===== src/core/ocs_pkg.sv =====
// Constants, register map and types of the clock synthesis control block.
package ocs_pkg;
	localparam int CLK_HZ = 20_000_000;
	localparam int CLK_PERIOD_NS = 1_000_000_000 / CLK_HZ;
	localparam int INT_OSC_HZ = 8_000_000;
	localparam int MAX_SYS_HZ = 32_000_000;
	localparam int PLL_MULT = 8;
	localparam int LOR_TIME_NS = 1000;
	localparam int LOR_CYCLES = (LOR_TIME_NS + CLK_PERIOD_NS - 1) / CLK_PERIOD_NS;
	localparam logic [5:0] LOR_LIMIT = 6'(LOR_CYCLES);

	localparam logic [7:0] REG_CTRL = 8'h00;
	localparam logic [7:0] REG_OSC = 8'h04;
	localparam logic [7:0] REG_STATUS = 8'h08;
	localparam logic [7:0] REG_MASK = 8'h0C;
	localparam logic [7:0] REG_SHUTDN = 8'h10;

	localparam int CTRL_PLL_SEL = 0;
	localparam int CTRL_PLL_PD = 1;
	localparam int CTRL_PS_LSB = 2;
	localparam int OSC_EXT = 0;
	localparam int OSC_PD = 1;
	localparam int OSC_STBY = 2;
	localparam int ST_LOCK = 0;
	localparam int ST_UNLOCK = 1;
	localparam int ST_REFLOST = 2;
	localparam int ST_LIVE_LOCK = 8;
	localparam int ST_REF_EXT = 9;
	localparam int ST_PLL_ON = 10;
	localparam int ST_SHUT = 11;
	localparam int SDN_EN = 0;

	localparam logic RST_PLL_SEL = 1'b0;
	localparam logic RST_PLL_PD = 1'b1;
	localparam logic [2:0] RST_PS = 3'h0;
	localparam logic RST_OSC_EXT = 1'b0;

	localparam logic [1:0] RESP_OKAY = 2'h0;
	localparam logic [1:0] RESP_SLVERR = 2'h2;

	typedef enum logic {OCS_SW_RUN, OCS_SW_WAIT} ocs_sw_state_t;
endpackage : ocs_pkg


===== src/core/ocs_clk_switch.sv =====
// Glitch-free two-way clock selector sampled on the system clock.
`timescale 1ns/1ns
module ocs_clk_switch (
	input wire logic clk,
	input wire logic rst,
	input wire logic src0,
	input wire logic src1,
	input wire logic sel,
	output logic clk_out,
	output logic cur_sel
);
	typedef struct packed {
		ocs_pkg::ocs_sw_state_t st;
		logic cur;
		logic y;
	} ocs_sw_t;

	ocs_sw_t s;
	ocs_sw_t next_s;
	logic src_cur;

	// The old source is left only while it is low, and the new one is
	// passed on only from a low phase, so no pulse is ever cut short.
	always_comb begin
		next_s = s;
		src_cur = s.cur ? src1 : src0;
		case (s.st)
		ocs_pkg::OCS_SW_RUN: begin
			next_s.y = src_cur;
			if (sel != s.cur && !src_cur) begin
				next_s.cur = sel;
				next_s.st = ocs_pkg::OCS_SW_WAIT;
			end
		end
		ocs_pkg::OCS_SW_WAIT: begin
			next_s.y = 1'b0;
			if (!src_cur) begin
				next_s.st = ocs_pkg::OCS_SW_RUN;
			end
		end
		default: begin
			next_s.st = ocs_pkg::OCS_SW_RUN;
			next_s.y = 1'b0;
		end
		endcase
	end

	always_ff @(posedge clk) begin
		if (rst) begin
			s <= '0;
		end else begin
			s <= next_s;
		end
	end

	assign clk_out = s.y;
	assign cur_sel = s.cur;
endmodule : ocs_clk_switch


===== src/core/ocs_clock_synth.sv =====
// Clock synthesis control: reference and PLL path selection and registers.
`timescale 1ns/1ns
module ocs_clock_synth (
	input wire logic clk,
	input wire logic rst,
	input wire logic [7:0] awaddr,
	input wire logic awvalid,
	output logic awready,
	input wire logic [31:0] wdata,
	input wire logic [3:0] wstrb,
	input wire logic wvalid,
	output logic wready,
	output logic [1:0] bresp,
	output logic bvalid,
	input wire logic bready,
	input wire logic [7:0] araddr,
	input wire logic arvalid,
	output logic arready,
	output logic [31:0] rdata,
	output logic [1:0] rresp,
	output logic rvalid,
	input wire logic rready,
	input wire logic osc_int_in,
	input wire logic ext_clock_in,
	input wire logic pll_vco_in,
	input wire logic pll_3x_in,
	input wire logic pll_lock_in,
	output logic sys2x_clk,
	output logic timer_clk3x,
	output logic osc_clk_out,
	output logic adc_clk,
	output logic hsp_clk,
	output logic osc_powerdown,
	output logic osc_standby,
	output logic pll_powerdown,
	output logic irq
);
	typedef struct packed {
		logic awready, wready, bvalid;
		logic [1:0] bresp;
		logic arready;
		logic rvalid;
		logic [1:0] rresp;
		logic [31:0] rdata;
		logic aw_held;
		logic [7:0] awaddr;
		logic w_held;
		logic [31:0] wdata;
		logic wlane0, pll_sel, pll_pd;
		logic [2:0] ps;
		logic osc_ext, osc_pd, osc_stby;
		logic [2:0] sts;
		logic [2:0] mask;
		logic sdn_en, shut, ref_q;
		logic [5:0] lor_cnt;
		logic lock_q, vco_q, v3_q;
		logic [4:0] d2_cnt;
		logic d2_out;
		logic [4:0] d3_cnt;
		logic d3_out;
		logic sys2x, t3x, oscclk, adc, irq;
	} ocs_state_t;

	ocs_state_t s;
	ocs_state_t next_s;

	logic ref_int, vco, vco3, ref_clk, ref_cur, pll_use;
	logic p2_y, p2_cur, p3_y, p3_cur, ref_rise, vco_rise, wr_go;
	logic [2:0] sts_set, sts_clr;
	logic [5:0] div_step;

	// Half of the postscaler ratio; zero means divide by one.
	function automatic logic [4:0] ocs_half(input logic [2:0] code);
		case (code)
		3'h0: ocs_half = 5'h00;
		3'h1: ocs_half = 5'h01;
		3'h2: ocs_half = 5'h02;
		3'h3: ocs_half = 5'h04;
		3'h4: ocs_half = 5'h08;
		default: ocs_half = 5'h10;
		endcase
	endfunction : ocs_half

	// One step of a postscaler: returns the new output and count.
	function automatic logic [5:0] ocs_div(input logic lvl, input logic rise,
		input logic [2:0] code, input logic out, input logic [4:0] cnt);
		logic [4:0] half;
		half = ocs_half(code);
		ocs_div = {out, cnt};
		if (half == 5'h00) begin
			ocs_div = {lvl, 5'h00};
		end else if (rise) begin
			if (cnt + 5'h01 >= half) begin
				ocs_div = {!out, 5'h00};
			end else begin
				ocs_div = {out, cnt + 5'h01};
			end
		end
	endfunction : ocs_div

	function automatic logic ocs_mapped(input logic [7:0] addr);
		ocs_mapped = addr == ocs_pkg::REG_CTRL || addr == ocs_pkg::REG_OSC ||
			addr == ocs_pkg::REG_STATUS || addr == ocs_pkg::REG_MASK ||
			addr == ocs_pkg::REG_SHUTDN;
	endfunction : ocs_mapped

	// A powered-down or parked oscillator delivers no edges.
	assign ref_int = osc_int_in && !s.osc_pd && !s.osc_stby;
	assign vco = pll_vco_in && !s.pll_pd;
	assign vco3 = pll_3x_in && !s.pll_pd;
	assign pll_use = s.pll_sel && pll_lock_in && !s.pll_pd;

	ocs_clk_switch u_ref_sel (
		.clk(clk),
		.rst(rst),
		.src0(ref_int),
		.src1(ext_clock_in),
		.sel(s.osc_ext),
		.clk_out(ref_clk),
		.cur_sel(ref_cur)
	);

	ocs_clk_switch u_path2x (
		.clk(clk),
		.rst(rst),
		.src0(ref_clk),
		.src1(s.d2_out),
		.sel(pll_use),
		.clk_out(p2_y),
		.cur_sel(p2_cur)
	);

	ocs_clk_switch u_path3x (
		.clk(clk),
		.rst(rst),
		.src0(ref_clk),
		.src1(s.d3_out),
		.sel(pll_use),
		.clk_out(p3_y),
		.cur_sel(p3_cur)
	);

	always_comb begin
		next_s = s;
		ref_rise = ref_clk && !s.ref_q;
		vco_rise = vco && !s.vco_q;
		wr_go = s.aw_held && s.w_held && !s.bvalid;
		sts_set = 3'h0;
		sts_clr = 3'h0;
		div_step = 6'h00;

		if (awvalid && s.awready) begin
			next_s.aw_held = 1'b1;
			next_s.awaddr = awaddr;
		end
		if (wvalid && s.wready) begin
			next_s.w_held = 1'b1;
			next_s.wdata = wdata;
			next_s.wlane0 = wstrb[0];
		end
		if (s.bvalid && bready) begin
			next_s.bvalid = 1'b0;
		end
		if (wr_go) begin
			next_s.aw_held = 1'b0;
			next_s.w_held = 1'b0;
			next_s.bvalid = 1'b1;
			next_s.bresp = ocs_mapped(s.awaddr) ? ocs_pkg::RESP_OKAY :
				ocs_pkg::RESP_SLVERR;
			if (s.wlane0) begin
				case (s.awaddr)
				ocs_pkg::REG_CTRL: begin
					next_s.pll_sel = s.wdata[ocs_pkg::CTRL_PLL_SEL];
					next_s.pll_pd = s.wdata[ocs_pkg::CTRL_PLL_PD];
					next_s.ps = s.wdata[ocs_pkg::CTRL_PS_LSB +: 3];
				end
				ocs_pkg::REG_OSC: begin
					next_s.osc_ext = s.wdata[ocs_pkg::OSC_EXT];
					next_s.osc_pd = s.wdata[ocs_pkg::OSC_PD];
					next_s.osc_stby = s.wdata[ocs_pkg::OSC_STBY];
				end
				ocs_pkg::REG_STATUS: sts_clr = s.wdata[2:0];
				ocs_pkg::REG_MASK: next_s.mask = s.wdata[2:0];
				ocs_pkg::REG_SHUTDN: next_s.sdn_en = s.wdata[ocs_pkg::SDN_EN];
				default: sts_clr = 3'h0;
				endcase
			end
		end
		next_s.awready = !next_s.aw_held && !next_s.bvalid;
		next_s.wready = !next_s.w_held && !next_s.bvalid;

		if (s.rvalid && rready) begin
			next_s.rvalid = 1'b0;
		end
		if (arvalid && s.arready) begin
			next_s.rvalid = 1'b1;
			next_s.rresp = ocs_mapped(araddr) ? ocs_pkg::RESP_OKAY :
				ocs_pkg::RESP_SLVERR;
			next_s.rdata = 32'h00000000;
			case (araddr)
			ocs_pkg::REG_CTRL: begin
				next_s.rdata[ocs_pkg::CTRL_PLL_SEL] = s.pll_sel;
				next_s.rdata[ocs_pkg::CTRL_PLL_PD] = s.pll_pd;
				next_s.rdata[ocs_pkg::CTRL_PS_LSB +: 3] = s.ps;
			end
			ocs_pkg::REG_OSC: begin
				next_s.rdata[ocs_pkg::OSC_EXT] = s.osc_ext;
				next_s.rdata[ocs_pkg::OSC_PD] = s.osc_pd;
				next_s.rdata[ocs_pkg::OSC_STBY] = s.osc_stby;
			end
			ocs_pkg::REG_STATUS: begin
				next_s.rdata[2:0] = s.sts;
				next_s.rdata[ocs_pkg::ST_LIVE_LOCK] = pll_lock_in;
				next_s.rdata[ocs_pkg::ST_REF_EXT] = ref_cur;
				next_s.rdata[ocs_pkg::ST_PLL_ON] = p2_cur;
				next_s.rdata[ocs_pkg::ST_SHUT] = s.shut;
			end
			ocs_pkg::REG_MASK: next_s.rdata[2:0] = s.mask;
			ocs_pkg::REG_SHUTDN: next_s.rdata[ocs_pkg::SDN_EN] = s.sdn_en;
			default: next_s.rdata = 32'h00000000;
			endcase
		end
		next_s.arready = !next_s.rvalid;

		// Reference watchdog: counts cycles since the last reference edge.
		next_s.ref_q = ref_clk;
		if (ref_rise) begin
			next_s.lor_cnt = 6'h00;
		end else if (s.lor_cnt < ocs_pkg::LOR_LIMIT) begin
			next_s.lor_cnt = s.lor_cnt + 6'h01;
			if (s.lor_cnt == ocs_pkg::LOR_LIMIT - 6'h01) begin
				sts_set[ocs_pkg::ST_REFLOST] = 1'b1;
			end
		end
		next_s.lock_q = pll_lock_in;
		sts_set[ocs_pkg::ST_LOCK] = pll_lock_in && !s.lock_q;
		sts_set[ocs_pkg::ST_UNLOCK] = !pll_lock_in && s.lock_q;
		// A new event wins over a clear in the same cycle.
		next_s.sts = (s.sts & ~sts_clr) | sts_set;
		next_s.shut = s.sdn_en && next_s.sts[ocs_pkg::ST_REFLOST];
		next_s.irq = |(next_s.sts & next_s.mask);

		// The VCO runs at eight times the reference; sets the ceiling.
		next_s.vco_q = vco;
		div_step = ocs_div(vco, vco_rise, s.ps, s.d2_out, s.d2_cnt);
		next_s.d2_out = div_step[5];
		next_s.d2_cnt = div_step[4:0];
		next_s.v3_q = vco3;
		div_step = ocs_div(vco3, vco3 && !s.v3_q, s.ps, s.d3_out, s.d3_cnt);
		next_s.d3_out = div_step[5];
		next_s.d3_cnt = div_step[4:0];
		// A stopped VCO would freeze a divider high and trap the path.
		if (s.pll_pd) begin
			next_s.d2_out = 1'b0;
			next_s.d2_cnt = 5'h00;
			next_s.d3_out = 1'b0;
			next_s.d3_cnt = 5'h00;
		end

		// The integration unit halves sys2x itself for a 50% duty cycle.
		next_s.sys2x = p2_y && !s.shut;
		next_s.t3x = p3_y && !s.shut;
		next_s.oscclk = ref_clk;
		if (next_s.sys2x && !s.sys2x) begin
			next_s.adc = !s.adc;
		end
	end

	always_ff @(posedge clk) begin
		if (rst) begin
			s <= '0;
			s.pll_sel <= ocs_pkg::RST_PLL_SEL;
			s.pll_pd <= ocs_pkg::RST_PLL_PD;
			s.ps <= ocs_pkg::RST_PS;
			s.osc_ext <= ocs_pkg::RST_OSC_EXT;
		end else begin
			s <= next_s;
		end
	end

	assign awready = s.awready;
	assign wready = s.wready;
	assign bresp = s.bresp;
	assign bvalid = s.bvalid;
	assign arready = s.arready;
	assign rdata = s.rdata;
	assign rresp = s.rresp;
	assign rvalid = s.rvalid;
	assign sys2x_clk = s.sys2x;
	assign timer_clk3x = s.t3x;
	assign osc_clk_out = s.oscclk;
	assign adc_clk = s.adc;
	assign hsp_clk = s.sys2x;
	assign osc_powerdown = s.osc_pd;
	assign osc_standby = s.osc_stby;
	assign pll_powerdown = s.pll_pd;
	assign irq = s.irq;
endmodule : ocs_clock_synth


===== config.mk =====
export PLATFORM = sky130hd
export DESIGN_NAME = ocs_clock_synth
export DESIGN_NICKNAME = d
export VERILOG_FILES = /design/src/core/ocs_pkg.sv /design/src/core/ocs_clk_switch.sv /design/src/core/ocs_clock_synth.sv
export SDC_FILE = /design/constraint.sdc
export NUM_CORES = 1
export LEC_CHECK = 0
export BUFFER_PORTS_ARGS = -buffer_cell sky130_fd_sc_hd__buf_2
export CAP_MARGIN = 40
export CORE_ASPECT_RATIO = 0.9
export CORE_UTILIZATION = 50
export CTS_CLUSTER_DIAMETER = 60
export DETAILED_ROUTE_END_ITERATION = 7
export MAX_ROUTING_LAYER = met4
export PLACE_DENSITY = 0.77
export SLEW_MARGIN = 20
export SYNTH_ARGS = -nofsm -noshare
export SYNTH_HDL_FRONTEND = slang
export SYNTH_SLANG_ARGS = --single-unit

===== constraint.sdc =====
create_clock -name clk -period 5.3 [get_ports clk]
set_input_delay 0.53 -clock clk [delete_from_list [all_inputs] [get_ports clk]]
set_output_delay 0.53 -clock clk [all_outputs]
set_load 0.01 [all_outputs]

# ---- After elaboration in Yosys (flattened, before gate mapping)
# Index checks and enable logic that the tools add are counted.
dict set report totals {
  ff_bits 112
  output_inout_bits 50
  wordCells 196
}
dict set report classes {
  add_sub_neg 3
  n_lt_le_gt_ge 3
  n_eq_ne 16
  muxes 46
  n_bitwise 7
  reduce_logical 76
}
# cell count
set op_table {}
lappend op_table {{$mux W6} 6}
lappend op_table {{$mux W35} 1}
lappend op_table {{$mux W34} 1}
lappend op_table {{$eq A8 B4 Y1 const B} 4}
lappend op_table {{$logic_and A1 B1 Y1} 27}
lappend op_table {{$pmux W5 S5} 1}
lappend op_table {{$logic_not A1 Y1} 21}
lappend op_table {{$eq A8 B3 Y1 const B} 2}
lappend op_table {{$eq A8 B5 Y1 const B} 2}
lappend op_table {{$logic_not A8 Y1} 2}
lappend op_table {{$mux W3} 5}
lappend op_table {{$mux W1} 14}
lappend op_table {{$mux W2} 6}
lappend op_table {{$mux W4} 3}
lappend op_table {{$pmux W1 S2} 6}
lappend op_table {{$add A5 B1 Y5 const B} 2}
lappend op_table {{$ge A5 B5 Y1} 2}
lappend op_table {{$reduce_and A2 Y1} 5}
lappend op_table {{$mux W9} 1}
lappend op_table {{$reduce_and A3 Y1} 3}
lappend op_table {{$logic_or A1 B1 Y1} 8}
lappend op_table {{$pmux W2 S4} 1}
lappend op_table {{$reduce_bool A2 Y1} 4}
lappend op_table {{$add A6 B1 Y6 const B} 1}
lappend op_table {{15 further kinds} 23}

# ---- Longest topological paths before layout
dict set report logic_depth {
  word_depth 9
  ltp_mapped 9
  mapped_depth_nobuf 9
}

# ---- Hierarchy
# A second synthesis with hierarchy kept.
dict set report unflattened {
  hier_cells 439
  area_unflattened_um2 3960.0
}
# module instances cells_per_inst area_each_um2 seq_area_each_um2
set by_module_without_submodules {}
lappend by_module_without_submodules {ocs_clock_synth 1 397 3562.2 1481.4}
lappend by_module_without_submodules {ocs_clk_switch 3 14 132.6 60.1}

# ---- Least setup slack after synthesis
# OpenSTA, ideal clock, no wires.
dict set report synth_timing {
  path_kind {reg-to-reg}
  from {reg s[39] (netlist bit)}
  to {reg s[7] (netlist bit)}
  setup_time_ns 0.066
  t_arrival_ns 1.900
  slack_ns 3.334
  stages_incl_launch_ff 8
  n_path_buf 0
  cell_sequence {dfxtp_1 > or3b_2 > ha_1 > a21o_1 > a21oi_1 > o21ai_0 > or2_1 > nor2_1}
}
dict set report synth_between {
  elab_chain_cells 4
  word_cells_on_any_way 10
  cone_classes {1 x order compare; 4 x eq/ne; 2 x mux; 3 x reduce/logical}
}
# element line_no
set synth_lines {}
lappend synth_lines {{start, declared} ocs_clock_synth.sv:64} ;# ocs_state_t s;
lappend synth_lines {{start signal, assigned} ocs_clock_synth.sv:277} ;# s <= next_s;
lappend synth_lines {{$eq A3 B3 Y1, or another cell as far along} ocs_clock_synth.sv:74} ;# case (code)
lappend synth_lines {{$pmux W5 S5 (*)} ocs_clock_synth.sv:74}
lappend synth_lines {{$ge A5 B5 Y1 or $logic_not A5 Y1 (tied branches)} {ocs_clock_synth.sv:93, ocs_clock_synth.sv:90}}
lappend synth_lines {{$mux W6 or $reduce_or A3 Y1 (tied branches)} --}
# Mark *: on every way between the ends. The rest lies on a longest branch, timed or not. The select of a mux whose other input is x is not followed.
# A chain may end at the register's enable or synchronous reset.

# ---- Final worst setup path
dict set report layout_timing {
  from {reg s[39] (netlist bit)}
  to {reg s[6] (netlist bit)}
}
# Same word-level chain as after synthesis.

==> reports/metrics.cfg <==
[status]
status=completed

[routing]
first_iter_violations=114
ant_nets=0
routed_via_density=5.19
wirelength_mm=7.31
drc=0
vias=3009
drt-wirelength-per-cell_um=12.6
firstDrtPassIters=5

[critical_path]
path_delay_family=simple AND/OR/NAND/NOR gates
worst_setup_path_start_kind=flip-flop
critPathCaptureType=flip-flop
required_ns=5.59
cp_cell_sequence=or3b_2 -> ha_1 -> a21o_1 -> a21oi_1 -> o21ai_0 -> or2_1 -> nor2_1
crit_type=flip-flop to flip-flop
crit_slowest_cell=or3b_2
slowest_delay_ns=0.50
path_buf_inv=0
cp_max_fo=8
cp.arrival_ns=2.51
r2r_setup_slack_ns=3.08

[timing]
hold_viol=0
fin_crit_ns=2.22
worst_pin_slew_ns=0.585
slew_headroom=0.610
rsz0062_at_grt=false
slew_violations=0
setup_tns_ns=0
finalClockSkew_ns=0.00742
setup_viol=0
fmax_mhz=451
fin_crit_sh=0.418

[clocking]
post_cts_buffers=0
clock_sinks=83
cts_made_buffers=9
clock_latency_ns=0.36
root_buffer=clkbuf_8
hold_buffers=0
tritoncts=yes
cts.clk_slew.worst_paths_ns=0.08
htree_num_levels=3
clk_path_buf_depth=2
ctsResizeCount=0

[die]
initial_core_util=0.517
die_h_um=85.8
core_um2=7540
die-area_um2=8170
rows=30
num_io_pins=114
die_w_um=95.1

[pwr]
power_density_nw_per_um2=288
totalPowerFinal_mw=1.24
p_leak_nw=1.75
irDropWorstVdd_mv=0.161
clockPowerShare=0.407
comb_power_share=0.065
p_int_uw=940
sw_frac_of_total=0.240
power_frac_seq=0.528
p_switching_uw=297

[cells_and_area]
stdcell_count=580
final_cell_area_um2=4300
fillers=679
largest_reg_flops=50
diodes=0
drive_above_1_share=0.184
regArea_um2=1660
largest_register=s
area_growth_pct=10.1
num-nets-final=556
utilization=0.569
multi_input_area_um2=1950

[placed_design]
io_buffers=58
routabilityCongestion=0.811
dp.cells=562
place_area_um2=4060
dp_hpwl_mm=5.38

[synthesis]
synth_enable_flop_cells=0
yosys.cell_types.count=51
synthFlopType=dfxtp_1
syn_avg_cell_area_um2=8.97
seq_area_frac_synth=0.426
ys_ff_latch=83
ys_async_sr_fraction=0
synth_area_um2=3900
synth_cells=435
synth_warnings=0

[grt]
grt_usage=0.203
first_global_vias=2794
grt_max_degree=36
antenna_found_initial=0
grt-ovfl-total=0
grt_first_pass_wirelength_mm=12.7

[worst_hold_path]
hold_class=primary input to flip-flop

[run]
maxCapViolCount=0

[layout make-up]
type                    count  area share
well taps                  96      0.0280
flip-flops and latches     83       0.387
inverters                   5     0.00437
clock inverters             7      0.0230
multi-input cells         319       0.455
repair buffers             61      0.0745
clock buffers               9      0.0288
[placed cells by master, fill, tap and decap left out, drive strengths merged, types with 3 or more instances in the layout]
cell	n
inv	8
nand4	3
a22oi	4
xnor2	9
conb	25
clkbuf	11
buf	59
dfxtp	83
mux4	3
and2	7
nor2	51
nor2b	11
nand2b	8
o21ai	14
nor3b	8
a21oi	33
nor3	8
xor2	12
mux2i	14
ha	13
nand3	19
nand2	45
[final timing paths]
path              depth (start not counted)            endpoint          startpoint
hold / removal                            2    s[17]$_SDFF_PP0_           pll_3x_in
setup reg to reg                          7   s[6]$_SDFFE_PP0P_  s[39]$_SDFFE_PP0P_
hold reg to reg                           2  s[25]$_SDFFE_PP0P_  s[25]$_SDFFE_PP0P_
setup / recovery                          7   s[6]$_SDFFE_PP0P_  s[39]$_SDFFE_PP0P_
[worst reg2reg max path, stage by stage, from the launching register on]
cell,delay [ns]
dfxtp_1,0.48
or3b_2,0.50
ha_1,0.30
a21o_1,0.15
a21oi_1,0.13
o21ai_0,0.14
or2_1,0.30
nor2_1,0.14
[power by group through the flow]
| stage | Clock [mW] | Sequential [mW] | Combinational (mW) |
|---|---|---|---|
| floorplan | 0 | 0.664 | 0.0712 |
| detailed placement | 0 | 0.667 | 0.0804 |
| global route | 0.542 | 0.656 | 0.0914 |
| finish | 0.504 | 0.653 | 0.0806 |
| global placement | 0 | 0.666 | 0.0768 |
| CTS | 0.515 | 0.653 | 0.0808 |
[logic make-up after synthesis]
group / synth area share
other cells: 0.000961
flops: 0.426
xor+xnor: 0.0471
simple gates: 0.228
compound gates: 0.101
mux: 0.0590
fa+ha+maj: 0.0417
buf+inv: 0.0971
[cells in the mapped netlist (all sizes together), types with 2 or more instances]
library cell  number  share of area
nor2b             11          0.018
nor4               2         0.0071
nand2             45          0.043
nor3b              8          0.015
nand2b             8          0.013
ha                13          0.042
clkbuf            12          0.017
mux4               3          0.017
or4                2         0.0048
a311oi             2         0.0045
mux2i             14          0.036
xor2              12          0.027
buf               40          0.076
nor2              51          0.051
xnor2              9          0.020
and2               7          0.011
inv                5         0.0048
nor3               8          0.010
a2bb2oi            2         0.0045
a22oi              4         0.0077
or2                2         0.0032
nand3             19          0.026
nand4              3         0.0048
a21oi             33          0.042
a221oi             2         0.0045
dfxtp             83           0.43
mux2               2         0.0058
and4b              2         0.0051
o21ai             14          0.018
a21o               2         0.0038
[metal layers]
layer  global-route usage  part of all wire  vias up
met5                    -                 0        -
met1                0.264              0.47     1385
met4               0.0702             0.012        0
met3               0.0523             0.056       13
met2                0.305              0.46       93
li1                     -                 -     1518
[metrics by stage]
step           hold slack, ns  setup slack [ns]
2_1_floorplan           0.417              3.33
3_3_place_gp            0.435              3.13
3_5_place_dp            0.436              3.03
4_1_cts                 0.387              3.09
5_1_grt                 0.383              2.86
6_report                0.396              3.08
Note: power is estimated with default switching activity, not from simulation.
